$ cat src/tw_pkg.sv
/*
  tw_pkg: register offsets, field positions, reset values and mode
  codes shared by the 8-bit timer with two waveform channels.
  Assumes a byte-wide register port with printed offsets used as is.
*/
package tw_pkg;
    // register offsets
    localparam logic [7:0] OFS_CTRL_B = 8'h18;
    localparam logic [7:0] OFS_CTRL_A = 8'h19;
    localparam logic [7:0] OFS_COUNT = 8'h1a;
    localparam logic [7:0] OFS_CMP_A = 8'h1b;
    localparam logic [7:0] OFS_CMP_B = 8'h1c;
    localparam logic [7:0] OFS_FLAGS = 8'h1d;

    // values after reset
    localparam logic [7:0] RST_BYTE = 8'h00;
    localparam logic [1:0] RST_ACT = 2'h0;
    localparam logic [2:0] RST_CS = 3'h0;

    // control a fields
    localparam int CA_ACT_A_LSB = 6;
    localparam int CA_ACT_B_LSB = 4;
    localparam int CA_WGM_LSB = 0;
    // control b fields
    localparam int CB_FORCE_A = 7;
    localparam int CB_FORCE_B = 6;
    localparam int CB_SYNC_HOLD = 5;
    localparam int CB_PRE_RESET = 4;
    localparam int CB_TOP_BIT = 3;
    localparam int CB_CS_LSB = 0;
    // flag register fields
    localparam int FL_MATCH_B = 2;
    localparam int FL_MATCH_A = 1;
    localparam int FL_OVF = 0;

    // counter landmarks
    localparam logic [7:0] CNT_MAX = 8'hff;
    localparam logic [7:0] CNT_BOTTOM = 8'h00;

    // waveform generation modes
    localparam logic [2:0] MODE_NORMAL = 3'h0;
    localparam logic [2:0] MODE_PHASE_FF = 3'h1;
    localparam logic [2:0] MODE_CTC = 3'h2;
    localparam logic [2:0] MODE_FAST_FF = 3'h3;
    localparam logic [2:0] MODE_PHASE_CA = 3'h5;
    localparam logic [2:0] MODE_FAST_CA = 3'h7;

    // clock select and output action codes
    localparam logic [2:0] CS_STOP = 3'h0;
    localparam logic [2:0] CS_DIV1 = 3'h1;
    localparam logic [2:0] CS_DIV8 = 3'h2;
    localparam logic [2:0] CS_DIV64 = 3'h3;
    localparam logic [2:0] CS_DIV256 = 3'h4;
    localparam logic [2:0] CS_DIV1024 = 3'h5;
    localparam logic [2:0] CS_EXT_FALL = 3'h6;
    localparam logic [2:0] CS_EXT_RISE = 3'h7;
    localparam logic [1:0] ACT_OFF = 2'h0;
    localparam logic [1:0] ACT_TOGGLE = 2'h1;
    localparam logic [1:0] ACT_CLEAR = 2'h2;
    localparam logic [1:0] ACT_SET = 2'h3;

    // prescaler tap masks, all ones once every n clocks
    localparam int PRE_W = 10;
    localparam logic [9:0] PRE_MASK_8 = 10'h007;
    localparam logic [9:0] PRE_MASK_64 = 10'h03f;
    localparam logic [9:0] PRE_MASK_256 = 10'h0ff;
    localparam logic [9:0] PRE_MASK_1024 = 10'h3ff;
endpackage : tw_pkg

$ cat src/tw_timer0.sv
/*
  tw_timer0: 8-bit timer/counter with two compare channels, clock
  select with prescaler or external count pin, and waveform outputs.
  Assumes a single 25 MHz clock, a byte register port with one-cycle
  strobes, and a port block that honours the output enables.
*/
// The plain strobed port is this design's own decision.
// Overview of operation
// action field plus direction drives pin
// non-PWM: off, toggle, clear, set
// fast PWM: match level, opposite at bottom
// fast PWM compare at top: act at bottom
// phase PWM: action follows count direction
// phase PWM compare at top: act at top
// control a bits 3:2 read zero
// mode is top bit plus two bits
// modes 0,1,2: top, update, overflow
// modes 3,5,7 defined; 4, 6 reserved
// max 0xff, bottom 0x00
// forces act only in non-PWM modes
// software writes force zero in PWM
// force sets no flag, clears nothing
// force bits read zero
// clock select: stop, direct, prescaler taps
// external pin falling or rising edges
// external edges count when pin outputs
// counter write blocks next match
// running counter writes may miss matches
// compare a checked every timer clock
// compare b checked every timer clock
// match flags set by hardware, one clears
// phase PWM holds top one clock
// overflow point depends on mode
// clear-on-match top is compare a
`timescale 1ns/100ps
module tw_timer0 #(
    parameter int ADDR_W = 8
) (
    input wire logic clk,
    input wire logic rst_n,
    input wire logic [ADDR_W-1:0] reg_addr,
    input wire logic [7:0] reg_wdata,
    input wire logic reg_wr,
    input wire logic reg_rd,
    output logic [7:0] reg_rdata,
    input wire logic ext_count_pin,
    input wire logic pin_dir_a,
    input wire logic pin_dir_b,
    input wire logic [2:0] vector_clear,
    output logic wave_out_a,
    output logic wave_oe_a,
    output logic wave_out_b,
    output logic wave_oe_b,
    output logic match_flag_a,
    output logic match_flag_b,
    output logic overflow_flag
);
    // refuse an address too narrow for the register map
    if (ADDR_W < 5) begin : g_addr_check
        $error("tw_timer0: ADDR_W must be at least 5");
    end
    logic [1:0] out_a_match_action_q, out_b_match_action_q;
    logic [1:0] wave_gen_select_q;
    logic [2:0] count_clock_select_q, mode, flags_q;
    logic [7:0] count_value_q, compare_value_a_q, compare_value_b_q;
    logic [7:0] cmp_a_live_q, cmp_b_live_q, top, rd_mux;
    logic [tw_pkg::PRE_W-1:0] pre_q;
    logic wave_gen_top_bit_q, sync_hold_q, pre_reset_q, count_up_q;
    logic block_match_q, ext_s1_q, ext_s2_q, ext_s3_q, wave_a_q, wave_b_q;
    logic fast_pwm, phase_pwm, non_pwm, tick, at_top, wr_ctrl_a, wr_ctrl_b;
    logic wr_count, wr_flags, force_a, force_b, match_a, match_b, ovf_event;
    // register write decode
    assign wr_ctrl_a = reg_wr && (reg_addr == ADDR_W'(tw_pkg::OFS_CTRL_A));
    assign wr_ctrl_b = reg_wr && (reg_addr == ADDR_W'(tw_pkg::OFS_CTRL_B));
    assign wr_count = reg_wr && (reg_addr == ADDR_W'(tw_pkg::OFS_COUNT));
    assign wr_flags = reg_wr && (reg_addr == ADDR_W'(tw_pkg::OFS_FLAGS));

    // mode assembly
    assign mode = {wave_gen_top_bit_q, wave_gen_select_q};
    // mode classes, reserved modes fall in none of the three
    assign fast_pwm = (mode == tw_pkg::MODE_FAST_FF) ||
                      (mode == tw_pkg::MODE_FAST_CA);
    assign phase_pwm = (mode == tw_pkg::MODE_PHASE_FF) ||
                       (mode == tw_pkg::MODE_PHASE_CA);
    assign non_pwm = (mode == tw_pkg::MODE_NORMAL) ||
                     (mode == tw_pkg::MODE_CTC);

    // top source per mode
    always_comb begin
        case (mode)
            tw_pkg::MODE_CTC,
            tw_pkg::MODE_PHASE_CA,
            tw_pkg::MODE_FAST_CA: top = cmp_a_live_q;
            default: top = tw_pkg::CNT_MAX;
        endcase
    end

    // forces only in non-PWM modes
    assign force_a = wr_ctrl_b && reg_wdata[tw_pkg::CB_FORCE_A] && non_pwm;
    assign force_b = wr_ctrl_b && reg_wdata[tw_pkg::CB_FORCE_B] && non_pwm;

    // external pin synchroniser, third stage for edge detection
    always_ff @(posedge clk) begin
        if (!rst_n) begin
            ext_s1_q <= 1'b0;
            ext_s2_q <= 1'b0;
            ext_s3_q <= 1'b0;
        end else begin
            ext_s1_q <= ext_count_pin;
            ext_s2_q <= ext_s1_q;
            ext_s3_q <= ext_s2_q;
        end
    end

    // prescaler, held cleared while a reset request is pending or held
    always_ff @(posedge clk) begin
        if (!rst_n) begin
            pre_q <= '0;
        end else if (pre_reset_q) begin
            pre_q <= '0;
        end else begin
            pre_q <= pre_q + 1'b1;
        end
    end

    // timer clock select
    always_comb begin
        case (count_clock_select_q)
            tw_pkg::CS_STOP: tick = 1'b0;
            tw_pkg::CS_DIV1: tick = 1'b1;
            tw_pkg::CS_DIV8: tick = &(pre_q | ~tw_pkg::PRE_MASK_8);
            tw_pkg::CS_DIV64: tick = &(pre_q | ~tw_pkg::PRE_MASK_64);
            tw_pkg::CS_DIV256: tick = &(pre_q | ~tw_pkg::PRE_MASK_256);
            tw_pkg::CS_DIV1024: tick = &(pre_q | ~tw_pkg::PRE_MASK_1024);
            // pin is watched whatever its direction
            tw_pkg::CS_EXT_FALL: tick = ext_s3_q && !ext_s2_q;
            tw_pkg::CS_EXT_RISE: tick = ext_s2_q && !ext_s3_q;
            default: tick = 1'b0;
        endcase
    end

    assign at_top = tick && (count_value_q == top);
    // compare on each timer clock; blocked after write
    assign match_a = tick && !block_match_q &&
                     (count_value_q == cmp_a_live_q);
    assign match_b = tick && !block_match_q &&
                     (count_value_q == cmp_b_live_q);

    // overflow point by mode
    always_comb begin
        if (phase_pwm) begin
            ovf_event = tick && !count_up_q &&
                        (count_value_q == tw_pkg::CNT_BOTTOM);
        end else if (mode == tw_pkg::MODE_FAST_CA) begin
            ovf_event = at_top;
        end else begin
            ovf_event = tick && (count_value_q == tw_pkg::CNT_MAX);
        end
    end

    // control registers
    always_ff @(posedge clk) begin
        if (!rst_n) begin
            out_a_match_action_q <= tw_pkg::RST_ACT;
            out_b_match_action_q <= tw_pkg::RST_ACT;
            wave_gen_select_q <= 2'h0;
            wave_gen_top_bit_q <= 1'b0;
            count_clock_select_q <= tw_pkg::RST_CS;
            sync_hold_q <= 1'b0;
            pre_reset_q <= 1'b0;
        end else begin
            if (wr_ctrl_a) begin
                out_a_match_action_q <= reg_wdata[tw_pkg::CA_ACT_A_LSB +: 2];
                out_b_match_action_q <= reg_wdata[tw_pkg::CA_ACT_B_LSB +: 2];
                wave_gen_select_q <= reg_wdata[tw_pkg::CA_WGM_LSB +: 2];
            end
            if (wr_ctrl_b) begin
                sync_hold_q <= reg_wdata[tw_pkg::CB_SYNC_HOLD];
                pre_reset_q <= reg_wdata[tw_pkg::CB_PRE_RESET];
                wave_gen_top_bit_q <= reg_wdata[tw_pkg::CB_TOP_BIT];
                count_clock_select_q <= reg_wdata[tw_pkg::CB_CS_LSB +: 3];
            end else if (!sync_hold_q) begin
                pre_reset_q <= 1'b0; // reset request clears itself
            end
        end
    end

    // compare registers and their live copies
    always_ff @(posedge clk) begin
        if (!rst_n) begin
            compare_value_a_q <= tw_pkg::RST_BYTE;
            compare_value_b_q <= tw_pkg::RST_BYTE;
            cmp_a_live_q <= tw_pkg::RST_BYTE;
            cmp_b_live_q <= tw_pkg::RST_BYTE;
        end else begin
            if (reg_wr && (reg_addr == ADDR_W'(tw_pkg::OFS_CMP_A))) begin
                compare_value_a_q <= reg_wdata;
            end
            if (reg_wr && (reg_addr == ADDR_W'(tw_pkg::OFS_CMP_B))) begin
                compare_value_b_q <= reg_wdata;
            end
            // PWM copies load at top, others at once
            if (!(fast_pwm || phase_pwm) || at_top) begin
                cmp_a_live_q <= compare_value_a_q;
                cmp_b_live_q <= compare_value_b_q;
            end
        end
    end

    // counter and direction
    always_ff @(posedge clk) begin
        if (!rst_n) begin
            count_value_q <= tw_pkg::RST_BYTE;
            count_up_q <= 1'b1;
        end else if (wr_count) begin
            // software write takes the counter
            count_value_q <= reg_wdata;
        end else if (tick) begin
            if (phase_pwm) begin
                // top and bottom each last one timer clock
                if (count_up_q && (count_value_q == top)) begin
                    count_value_q <= count_value_q - 1'b1;
                    count_up_q <= 1'b0;
                end else if (!count_up_q &&
                             (count_value_q == tw_pkg::CNT_BOTTOM)) begin
                    count_value_q <= count_value_q + 1'b1;
                    count_up_q <= 1'b1;
                end else if (count_up_q) begin
                    count_value_q <= count_value_q + 1'b1;
                end else begin
                    count_value_q <= count_value_q - 1'b1;
                end
            end else if (at_top) begin
                // only the count reaching top clears, never a force
                count_value_q <= tw_pkg::CNT_BOTTOM;
                count_up_q <= 1'b1;
            end else begin
                count_value_q <= count_value_q + 1'b1;
                count_up_q <= 1'b1;
            end
        end
    end

    // match block held until the next timer clock
    always_ff @(posedge clk) begin
        if (!rst_n) begin
            block_match_q <= 1'b0;
        end else if (wr_count) begin
            block_match_q <= 1'b1;
        end else if (tick) begin
            block_match_q <= 1'b0;
        end
    end

    // next level of a waveform output
    function automatic logic wave_next(
        input logic cur, input logic [1:0] act, input logic match,
        input logic force_m, input logic cmp_top, input logic tog_ok,
        input logic is_fast, input logic is_phase, input logic is_plain,
        input logic top_ev, input logic up
    );
        logic nv;
        nv = cur;
        if (is_plain) begin
            // non-PWM action table, forces behave as matches
            if (match || force_m) begin
                case (act)
                    tw_pkg::ACT_TOGGLE: nv = ~cur;
                    tw_pkg::ACT_CLEAR: nv = 1'b0;
                    tw_pkg::ACT_SET: nv = 1'b1;
                    default: nv = cur;
                endcase
            end
        end else if (is_fast && act[1]) begin
            // compare at top: level set only at bottom
            if (cmp_top) begin
                if (top_ev) nv = ~act[0];
            // match level, opposite level at bottom
            end else if (match) begin
                nv = act[0];
            end else if (top_ev) begin
                nv = ~act[0];
            end
        end else if (is_phase && act[1]) begin
            // compare at top: up-count level applied at top
            if (cmp_top) begin
                if (top_ev && up) nv = act[0];
            // level follows count direction
            end else if (match) begin
                nv = up ? act[0] : ~act[0];
            end
        end else if ((is_fast || is_phase) && act == tw_pkg::ACT_TOGGLE) begin
            if (tog_ok && match) nv = ~cur; // toggle on channel a only, and only with the top bit set
        end
        return nv;
    endfunction : wave_next

    // waveform levels and pin enables
    always_ff @(posedge clk) begin
        if (!rst_n) begin
            wave_a_q <= 1'b0;
            wave_b_q <= 1'b0;
            wave_oe_a <= 1'b0;
            wave_oe_b <= 1'b0;
        end else begin
            wave_a_q <= wave_next(wave_a_q, out_a_match_action_q, match_a,
                force_a, cmp_a_live_q == top, wave_gen_top_bit_q,
                fast_pwm, phase_pwm, non_pwm, at_top, count_up_q);
            wave_b_q <= wave_next(wave_b_q, out_b_match_action_q, match_b,
                force_b, cmp_b_live_q == top, 1'b0,
                fast_pwm, phase_pwm, non_pwm, at_top, count_up_q);
            // override needs action and direction
            wave_oe_a <= (out_a_match_action_q != tw_pkg::ACT_OFF) &&
                         pin_dir_a;
            wave_oe_b <= (out_b_match_action_q != tw_pkg::ACT_OFF) &&
                         pin_dir_b;
        end
    end

    assign wave_out_a = wave_a_q;
    assign wave_out_b = wave_b_q;

    // flags: hardware set wins over any clear
    always_ff @(posedge clk) begin
        if (!rst_n) begin
            flags_q <= 3'h0;
        end else begin
            // forces never reach the flags
            flags_q <= ((flags_q & ~(wr_flags ? reg_wdata[2:0] : 3'h0))
                        & ~vector_clear) |
                       {match_b, match_a, ovf_event};
        end
    end

    assign match_flag_b = flags_q[tw_pkg::FL_MATCH_B];
    assign match_flag_a = flags_q[tw_pkg::FL_MATCH_A];
    assign overflow_flag = flags_q[tw_pkg::FL_OVF];

    // read data selection, unmapped reads zero
    always_comb begin
        rd_mux = 8'h00;
        case (reg_addr)
            // reserved bits zero
            ADDR_W'(tw_pkg::OFS_CTRL_A):
                rd_mux = {out_a_match_action_q, out_b_match_action_q,
                          2'b00, wave_gen_select_q};
            // force bits read zero
            ADDR_W'(tw_pkg::OFS_CTRL_B):
                rd_mux = {2'b00, sync_hold_q, pre_reset_q,
                          wave_gen_top_bit_q, count_clock_select_q};
            ADDR_W'(tw_pkg::OFS_COUNT): rd_mux = count_value_q;
            ADDR_W'(tw_pkg::OFS_CMP_A): rd_mux = compare_value_a_q;
            ADDR_W'(tw_pkg::OFS_CMP_B): rd_mux = compare_value_b_q;
            ADDR_W'(tw_pkg::OFS_FLAGS): rd_mux = {5'h00, flags_q};
            default: rd_mux = 8'h00;
        endcase
    end

    // read data valid the cycle after the strobe only
    always_ff @(posedge clk) begin
        if (!rst_n) begin
            reg_rdata <= 8'h00;
        end else if (reg_rd) begin
            reg_rdata <= rd_mux;
        end else begin
            reg_rdata <= 8'h00;
        end
    end
endmodule : tw_timer0

$ cat config.mk
export PLATFORM = sky130hd
export DESIGN_NAME = tw_timer0
export DESIGN_NICKNAME = d
export VERILOG_FILES = /design/src/tw_pkg.sv /design/src/tw_timer0.sv
export SDC_FILE = /design/constraint.sdc
export NUM_CORES = 1
export LEC_CHECK = 0
export BUFFER_PORTS_ARGS = -buffer_cell sky130_fd_sc_hd__buf_2
export CAP_MARGIN = 20
export CORE_MARGIN = 5
export CORE_UTILIZATION = 45
export CTS_CLUSTER_DIAMETER = 120
export DETAILED_ROUTE_END_ITERATION = 10
export PLACE_DENSITY = 0.68
export SLEW_MARGIN = 20
export SYNTH_ARGS = -nofsm -noshare
export SYNTH_HDL_FRONTEND = slang
export SYNTH_SLANG_ARGS = --single-unit
$ cat constraint.sdc
create_clock -name clk -period 2.84 [get_ports clk]
set_clock_uncertainty 0.2 [all_clocks]
set_input_delay 0.568 -clock clk [delete_from_list [all_inputs] [get_ports clk]]
set_output_delay 0.568 -clock clk [all_outputs]
set_load 0.01 [all_outputs]
==> key figures, run 1 <==
GRT
  – Largest net degree at the start of global routing: 28
  – Initial antenna violation count: 0
  – Vias in the first global route: 4,484
  – Gr ovfl total: 0
  – Tot GR Track Use: 0.239
  – First-pass GRT wire length: 23,900 um

Setup path
  – Max FO, Critical Path: 13
  – Worst Setup Start Kind: flop
  – CP startpoint: wave_gen_select_q[0]
  – CP endpoint kind: flop
  – R2R setup slack: -0.001 ns
  – Worst path arrival time: 2.92 ns
  – WS Path Type: reg -> reg
  – Worst Path Required: 2.92 ns
  – R2r endpoint: wave_out_b
  – R2r worst-path depth: 10
  – Crit path to: wave_out_b
  – Crit Reg-Reg Startpoint: wave_gen_select_q[0]

Logic synthesis
  – Area contributors post-synth: dfxtp_1, mux2i_1, nor2_1, a21oi_1, nand3_1
  – Number of flops mapped to enable cells by yosys: 0
  – Mapped Area: 4740 um^2
  – Post-synthesis mux area share: 0.0771
  – Synth cell types: 70
  – Area leader, netlist: dfxtp_1
  – Sequential-to-total area share from yosys stat: 0.347
  – Largest family of logic cells by synthesized area: simple AND/OR/NAND/NOR gates
  – Syn_nets: 629
  – Yosys warnings: 0
  – Post-Synth Adder-Cell Area: 0.0238
  – Synth Flop Type: dfxtp_1
  – Synth Area in Compound Gates: 0.190
  – Area share of the largest cell type after synthesis: 0.347
  – Cells after Synth: 594
  – Yosys reg bits: 82
  – Async SR Flop Fraction: 0
  – Synth Area in Simple Gates: 0.248
  – XOR/XNOR Fraction of Synth Area: 0.0536
  – Avg Synthesized Cell Area: 7.97 um^2

STA
  – Final setup viols: 1
  – Tcrit/Tclk final: 1.00
  – RSZ-0062 raised after global routing: yes
  – Setup slack after layout: -0.00113 ns
  – Fmax: 352 MHz
  – Smallest hold slack: 0.199 ns
  – Final hold violations: 0
  – Slew Viols, Final: 0
  – Minimum clock period: 2.84 ns
  – Rel. slew slack: 0.524
  – Slew @ Worst Pin: 0.707 ns
  – Final setup TNS: -0.00113 ns

Die
  – Core Area: 10,300 um^2
  – Die Height: 113 um
  – Chip width: 113 um
  – I/O pin count: 41
  – Starting Density: 0.461
  – Die ar.: 12,700 um^2
  – Rows: 37

Clock tree
  – Longest Clk Path Bufs: 2
  – CTS buffer count: 9
  – CTS Sinks: 82
  – Clk Latency, worst-skew pair: 0.38 ns
  – Clk slew on worst S/H paths: 0.10 ns
  – Root Buffer: clkbuf_8
  – Htree depth: 3
  – CTS tree: yes

Power and ir drop
  – Pwr per Cell Area: 370 nW/um^2
  – Leak pwr: 2.40 nW
  – Max IR drop VDD: 0.000326 V

Cells and area
  – Final Non-Filler Cells: 801
  – Area Overhead vs Synth: 19.4%
  – N_diodes: 0
  – Layout cells sized above 1: 0.218
  – Final-stage net count: 695

Place
  – Port Buffers: 40
  – HPWL Detailed: 11,500 um
  – RD Place Congestion: 0.973
  – Dpl cells: 782

Route
  – Drt via density: 5.97
  – Average wire per standard cell: 19.3 um
  – Final wirelength: 15,400 um
  – Post-route ant nets: 0
  – Initial DRC Count: 557
  – Total number of vias: 4,785
  – Pre-Repair DR Iteration Count: 5
  – Remaining DRCs: 0

Run
  – Max Cap Viol: 0

Status
  – Status: finished with violations
  – Failing checks: setup timing

Worst hold path
  – Hold Crit Class: in -> reg
## flip-flops by register name (all words and copies together) (netlist names), 2 cells and up
register / flops
wave_gen_select_q: 2
cmp_a_live_q: 8
cmp_b_live_q: 8
pre_q: 10
compare_value_a_q: 8
reg_rdata: 8
out_a_match_action_q: 2
out_b_match_action_q: 2
count_clock_select_q: 3
count_value_q: 8
compare_value_b_q: 8
flags_q: 3
## cell families after synthesis
kind of cell               after synthesis
DFF                                     82
adders and majority gates                9
xor gates and xnor gates                29
and+or+nand+nor                        239
buffers and inverters                   66
AOI/OAI and AO/OA                      133
muxes                                   36
## what timing repair did
| item | CTS | global route |
|---|---|---|
| endpoints found under the hold margin | 0 | 0 |
| gates resized for setup | 5 | 16 |
| hold buffers | 0 | 0 |
| buffers inserted | 0 | 3 |
| pin swaps | 0 | 2 |
| setup endpoints to repair | 4 | 7 |
## cell type report
class,count,area [um^2]
Clock buffer,11,151
Clock inverter,5,37.5
Fill cell,992,4620
Inverter,24,90.1
Multi-Input combinational cell,446,2920
Sequential cell,82,1640
Tap cell,136,170
Timing Repair Buffer,97,641
## synth_stat cells (9+ instances only)
library cell,number
nand3_1,37
mux2i_1,32
xor2_1,15
a222oi_1,9
nand4_1,9
o21ai_0,20
and3_1,10
a21oi_1,48
ha_1,9
clkbuf_1,27
nor3_1,17
dfxtp_1,82
nor2_1,71
nor4_1,9
nand2_1,48
xnor2_1,14
buf_2,11
inv_1,23
## how the worst min path moves through the flow
stage                  start       end  slack, ns  cells after the start
2_1_floorplan       ext_s1_q  ext_s2_q       0.21                      1
5_1_grt        ext_count_pin  ext_s1_q       0.19                      2
6_report       ext_count_pin  ext_s1_q       0.20                      2
3_5_place_dp        ext_s1_q  ext_s2_q       0.23                      1
3_3_place_gp        ext_s1_q  ext_s2_q       0.22                      1
4_1_cts        ext_count_pin  ext_s1_q       0.18                      2
## power by group
group / switching [mW] / internal [mW]
Sequential: 0.00525 / 1.15
Combinational: 0.0681 / 0.0318
Clock: 0.465 / 0.368
## routing by layer
layer / vias to the layer above / track usage / part of all wire
met4: 0 / 0.104 / 0.032
met5: - / 0 / 0
li1: 2274 / - / -
met2: 227 / 0.355 / 0.44
met3: 33 / 0.0561 / 0.074
met1: 2251 / 0.329 / 0.45
## cell usage in the layout (no fill, tap or decap), types with 4 or more instances in the layout
cell type  netlist  layout
a21oi_1         48      45
a222oi_1         9       9
and2_1           6       6
and3_1          10      10
buf_2           11      40
buf_4            1      56
clkbuf_8         0      11
dfxtp_1         82      81
ha_1             9       9
inv_1           23      23
mux2_2           4       4
mux2i_1         32      32
nand2_1         48      47
nand2b_1         7       7
nand3_1         37      37
nand4_1          9       9
nor2_1          71      71
nor3_1          17      15
nor4_1           9       6
o211ai_1         7       7
o21ai_0         20      20
o31ai_1          5       5
xnor2_1         14      14
xor2_1          15      15
## stage by stage
stage	utilization	power (mW)	area, um^2	setup slack [ns]
after CTS	0.540	2.10	5550	-0.00665
after global routing	0.550	2.17	5660	-0.0979
after detailed placement	0.519	1.28	5330	-0.0280
after floorplan	-	1.23	4740	0.234
after global placement	0.519	1.28	5330	0.0505
final	0.550	2.09	5660	-0.00113
## worst max-delay path, stage by stage (launching register included)
cell and delay, ns:
dfxtp_1 0.34, buf_4 0.20, nor3b_4 0.23, a21oi_2 0.10
buf_4 0.15, o41ai_2 0.40, o22ai_2 0.18, or2_1 0.27
a311oi_2 0.25, nor4_1 0.09, o41ai_2 0.34
Power figures use the tool's default switching activity.
==> run 2, diff against run 1 <==
- ABC_AREA: default -> 1
==> run 2 against run 1 <==
The flow now finishes without violations; sequential share of layout area rose by 1.2 points; critical path depth increased by 8; fmax up 11%; power rose by 7.5%; non-clock buffer count is 37 lower; synthesized area is 0.69% higher; combinational power about the same; largest cell class unchanged; routed wire length decreased by 1.7%; die area grew 0.63%; highest routed layer unchanged.
==> key figures, run 2 <==
Route
  – Post-route ant nets: 0
  – Average wire per standard cell: 16.5 um
  – Pre-Repair DR Iteration Count: 5
  – Total number of vias: 5,085
  – Remaining DRCs: 0
  – Initial DRC Count: 561
  – Drt via density: 5.54
  – Final wirelength: 15,200 um

Logic synthesis
  – Yosys reg bits: 82
  – Commonest cells post-synth: nand2_1, inv_1, dfxtp_1
  – Sequential-to-total area share from yosys stat: 0.344
  – Area leader, netlist: dfxtp_1
  – Area contributors post-synth: dfxtp_1, nand2_1, a21oi_1, inv_1, nor2_1
  – Mapped Area: 4770 um^2
  – Async SR Flop Fraction: 0
  – Synth Flop Type: dfxtp_1
  – Cells after Synth: 728
  – Synth cell types: 39
  – Yosys warnings: 0
  – Area share of the largest cell type after synthesis: 0.344
  – Most numerous cell in the Yosys netlist: nand2_1
  – Number of flops mapped to enable cells by yosys: 0
  – Avg Synthesized Cell Area: 6.55 um^2
  – Syn_nets: 763

Place
  – HPWL Detailed: 11,600 um
  – RD Place Congestion: 1.01
  – Port Buffers: 40

Cells and area
  – Util after Layout: 0.526
  – Commonest non-fill, non-tap cell in the layout: nand2_1
  – Max reg flops: 10
  – Commonest non-fill, non-tap cells in the layout: nand2_1, inv_1, dfxtp_1, a21oi_1, nor2_1
  – Layout cells sized above 1: 0.121
  – Multi-input logic area: 2660 um^2
  – N_diodes: 0
  – Filler Cells Inserted: 1,033
  – Seq. cell area: 1640 um^2
  – Area Overhead vs Synth: 14.0%
  – Final-stage net count: 812
  – Register with the most flip-flops: pre_q

Die
  – Die ar.: 12,800 um^2
  – Rows: 37
  – Chip width: 113 um
  – I/O pin count: 41
  – Die Height: 113 um
  – Core Area: 10,300 um^2
  – Starting Density: 0.462

STA
  – Final hold violations: 0
  – Slew Viols, Final: 0
  – RSZ-0062 raised after global routing: no
  – Final setup viols: 0
  – Tcrit/Tclk final: 0.904
  – Rel. slew slack: 0.620
  – Fmax: 389 MHz
  – Minimum clock period: 2.57 ns
  – Slew @ Worst Pin: 0.568 ns
  – Final setup TNS: 0 ns

Setup path
  – R2r endpoint: wave_out_b
  – Crit path to: wave_out_b
  – Worst path arrival time: 2.68 ns
  – Worst Path Required: 2.95 ns
  – Max FO, Critical Path: 7
  – R2R setup slack: 0.27 ns
  – R2r worst-path depth: 18
  – Worst Setup Start Kind: flop
  – CP endpoint kind: flop
  – WS Path Type: reg -> reg
  – Crit Reg-Reg Startpoint: pre_q[0]
  – CP startpoint: pre_q[0]

GRT
  – Vias in the first global route: 4,824
  – Tot GR Track Use: 0.246
  – Initial antenna violation count: 0
  – Largest net degree at the start of global routing: 35
  – Gr ovfl total: 0
  – First-pass GRT wire length: 24,900 um

Clock tree
  – Root Buffer: clkbuf_8
  – CTS tree: yes
  – CTS Sinks: 82
  – CTS Hold Bufs: 0
  – CTS buffer count: 9
  – Longest Clk Path Bufs: 2
  – Clk Latency, worst-skew pair: 0.38 ns
  – Htree depth: 3
  – Clk slew on worst S/H paths: 0.09 ns

Power and ir drop
  – Combinational power share: 0.045
  – Flop pwr share: 0.516
  – Net Switching: 0.537 mW
  – Internal power: 1.71 mW
  – Design Power: 2.25 mW
  – Clock share of power: 0.439
  – Switch share: 0.239
  – Leak pwr: 2.30 nW
  – Pwr per Cell Area: 414 nW/um^2
  – Max IR drop VDD: 0.000305 V

Run
  – Max Cap Viol: 0

Status
  – Status: finished, final reports clean

Worst hold path
  – Hold Crit Class: in -> reg
## run 2: changes by cell type after synthesis, moves of 11 or more
cell / previous run / this run
a21oi_1: 48 / 76
a311oi_1: 1 / 16
clkbuf_1: 27 / 16
inv_1: 23 / 92
mux2i_1: 32 / 0
nand2_1: 48 / 183
o21ai_0: 20 / 42
xnor2_1: 14 / 1
## run 2: cell families after synthesis
logic type	count (synthesis)	synth area share
and+or+nand+nor	328	0.295
AOI/OAI and AO/OA	171	0.208
buffers and inverters	121	0.0981
DFF	82	0.344
xor gates and xnor gates	17	0.0312
adders and majority gates	9	0.0236
## run 2: worst min-delay path by stage
stage | from | to | slack, ns | cells after the start
after floorplan | ext_s1_q | ext_s2_q | 0.19 | 2
after global placement | ext_s1_q | ext_s2_q | 0.19 | 2
after detailed placement | ext_s1_q | ext_s2_q | 0.20 | 2
after CTS | ext_count_pin | ext_s1_q | 0.17 | 3
after global routing | ext_count_pin | ext_s1_q | 0.17 | 3
final | ext_count_pin | ext_s1_q | 0.17 | 3
## run 2: area by class of cell
cell class                      instances  area share
Clock inverter                          5      0.0157
Inverter                               99      0.0686
Clock buffer                           11      0.0260
Timing Repair Buffer                   60      0.0668
Multi-Input combinational cell        525       0.490
Sequential cell                        82       0.302
Tap cell                              136      0.0313
## run 2: repair_timing
action	4_1_cts	5_1_grt
setup buffers	0	0
endpoints found under the setup margin	0	1
resized for setup	0	1
## run 2: critical path, stage by stage (launching register included)
cell and delay [ns]:
dfxtp_1 0.36, ha_1 0.18, ha_1 0.14, nand2_1 0.05, nand2_1 0.06, nand2_1 0.05
nand2_1 0.05, nand2_1 0.04, inv_1 0.05, nand2_1 0.19, inv_1 0.17, nand2_1 0.08
nor2_2 0.29, nor2_1 0.08, o21ai_0 0.16, nand2_1 0.10, nor2_1 0.09, nand2_1 0.05
a21oi_1 0.11
## run 2: power by group through the flow
stage	registers (mW)	clock network (mW)	logic (mW)
after floorplan	1.19	0	0.0517
after global placement	1.19	0	0.0967
after detailed placement	1.19	0	0.0985
after CTS	1.16	0.999	0.0990
after global routing	1.16	1.06	0.112
final	1.16	0.989	0.100
## run 2: routing by layer
metal	GRT usage	routed length, um
met1	0.337	6850
met2	0.371	6480
met3	0.0540	1380
met4	0.106	454
met5	0	0
## run 2: stage by stage
step           instances  hold slack [ns]  setup WS [ns]  cell area (um^2)
2_1_floorplan        728            0.190          0.581              4770
3_3_place_gp         902            0.194          0.170              5210
3_5_place_dp         902            0.202          0.152              5210
4_1_cts              918            0.171          0.116              5430
5_1_grt              918            0.169         0.0345              5440
6_report             918            0.173          0.271              5440
==> run 3, diff against run 2 <==
- clock period: 2.84 -> 3.2 ns (I/O delays scaled with it)
==> run 3 against run 2 <==
Via count is 0.28% higher; combinational power decreased by 14%; setup slack gained 0.15 ns; routed wire length decreased by 2.6%; critical path depth is 6 lower; core utilization down 1.2 points; worst hold slack improved by 0.052 ns; cell count decreased by 1.2%; first-iteration DRC count down 23%; critical path type unchanged; critical endpoint unchanged.
==> key figures, run 3 (synthesized netlist as in run 2, its figures left out) <==
Clock tree
  – Htree depth: 3
  – Post-CTS Setup Inserts: 0
  – CTS Hold Bufs: 0
  – CTS tree: yes
  – CTS Sinks: 82
  – Root Buffer: clkbuf_8
  – Clk slew on worst S/H paths: 0.09 ns
  – Longest Clk Path Bufs: 2
  – CTS buffer count: 9
  – PostCTS Resize Cnt: 0
  – Clk Latency, worst-skew pair: 0.37 ns

Cells and area
  – Layout cells sized above 1: 0.108
  – Commonest non-fill, non-tap cells in the layout: nand2_1, inv_1, dfxtp_1, a21oi_1, nor2_1
  – Area Overhead vs Synth: 11.5%
  – Commonest non-fill, non-tap cell in the layout: nand2_1
  – Final-stage net count: 801
  – Util after Layout: 0.515
  – Register with the most flip-flops: pre_q
  – Max reg flops: 10
  – N_diodes: 0

GRT
  – Largest net degree at the start of global routing: 34
  – First-pass GRT wire length: 24,300 um
  – Initial antenna violation count: 0
  – Vias in the first global route: 4,844
  – Tot GR Track Use: 0.236
  – Gr ovfl total: 0

Setup path
  – Worst Path Required: 3.30 ns
  – R2r worst-path depth: 12
  – WP depth: 12
  – Worst path arrival time: 2.88 ns
  – Delay of the slowest critical-path stage: 0.49 ns
  – CP startpoint: count_value_q[4]
  – Crit path buf inv count: 1
  – WS Path Type: reg -> reg
  – R2r endpoint: wave_out_b
  – Worst Setup Start Kind: flop
  – CP max-delay cell: dfxtp_1
  – Crit-path cells: clkinv_1, nand2_1, nand3_1, nor3_1, nand3_1, nor2_1, nor2_1, o21ai_0, nand2_1, nor2_1, nand2_1, a21oi_1
  – Crit-path leading delay family: simple AND/OR/NAND/NOR gates
  – R2R setup slack: 0.42 ns
  – CP endpoint kind: flop
  – Crit Reg-Reg Startpoint: count_value_q[4]
  – Max FO, Critical Path: 9
  – Crit path to: wave_out_b

Die
  – Chip width: 113 um
  – Die ar.: 12,800 um^2
  – Starting Density: 0.462
  – Core Area: 10,300 um^2
  – Rows: 37
  – Die Height: 113 um
  – I/O pin count: 41

Route
  – Post-route ant nets: 0
  – Remaining DRCs: 0
  – Average wire per standard cell: 16.3 um
  – Drt via density: 5.62
  – Pre-Repair DR Iteration Count: 5
  – Initial DRC Count: 432
  – Final wirelength: 14,800 um
  – Total number of vias: 5,099

Place
  – Port Buffers: 40
  – HPWL Detailed: 11,100 um
  – RD Place Congestion: 0.906
  – DP Worst Slack: 0.464 ns

Status
  – Status: finished, final reports clean

STA
  – Slew Viols, Final: 0
  – Final setup viols: 0
  – Final hold violations: 0
  – Minimum clock period: 2.78 ns
  – Fmax: 359 MHz
  – Tcrit/Tclk final: 0.870
  – Setup slack after layout: 0.417 ns
  – RSZ-0062 raised after global routing: no
  – Final setup TNS: 0 ns
  – Slew @ Worst Pin: 0.650 ns
  – Rel. slew slack: 0.565

Worst hold path
  – Hold Crit Class: reg -> reg

Power and ir drop
  – Leak pwr: 2.23 nW
  – Pwr per Cell Area: 361 nW/um^2
  – Design Power: 1.92 mW
  – Max IR drop VDD: 0.000191 V

Run
  – Max Cap Viol: 0
[run 3: changes by cell type in the layout (fill, tap and decap cells not counted), sizes merged]
cell and delta:
buf -11, bufinv -1, clkinv +1, inv -1, clkinvlp +1
[run 3: final cells by class]
type / count / area, um^2
clock buffers: 11 / 141
clock inverters: 5 / 62.6
fillers: 1051 / 5010
inverters: 99 / 373
multi-input cells: 525 / 2660
flip-flops and latches: 82 / 1640
well taps: 136 / 170
repair buffers: 49 / 268
[run 3: worst reg2reg max path, cell delays in order, from the launching register on]
cell and delay (ns):
dfxtp_1 0.49, clkinv_1 0.37, nand2_1 0.15, nand3_1 0.08, nor3_1 0.22, nand3_1 0.15, nor2_1 0.48, nor2_1 0.07
o21ai_0 0.17, nand2_1 0.09, nor2_1 0.08, nand2_1 0.06, a21oi_1 0.11
[run 3: worst min-delay path by stage]
stage,startpoint,cells after the start,end
after floorplan,ext_s1_q,2,ext_s2_q
after global placement,ext_s1_q,2,ext_s2_q
after detailed placement,ext_s1_q,2,ext_s2_q
after CTS,ext_s1_q,2,ext_s2_q
after global routing,ext_count_pin,3,ext_s1_q
final,ext_s1_q,2,ext_s2_q
[run 3: power by group]
part / switching (mW) / leakage [nW] / total, mW / internal (mW)
logic: 0.0592 / 1.47 / 0.0865 / 0.0273
registers: 0.00562 / 0.661 / 1.03 / 1.03
clock network: 0.413 / 0.0962 / 0.799 / 0.387
[run 3: per-layer routing]
metal	wire (um)	part of all wire	track usage	vias up
li1	-	-	-	2487
met1	6820	0.46	0.336	2348
met2	6390	0.43	0.370	236
met3	1190	0.080	0.0251	28
met4	380	0.026	0.0825	0
met5	0	0	0	-
[run 3: stage by stage]
stage / cells / area (um^2) / hold WS (ns)
detailed placement: 891 / 5110 / 0.202
CTS: 907 / 5320 / 0.229
finish: 907 / 5320 / 0.225
global route: 907 / 5320 / 0.259
global placement: 891 / 5110 / 0.200
floorplan: 728 / 4770 / 0.190
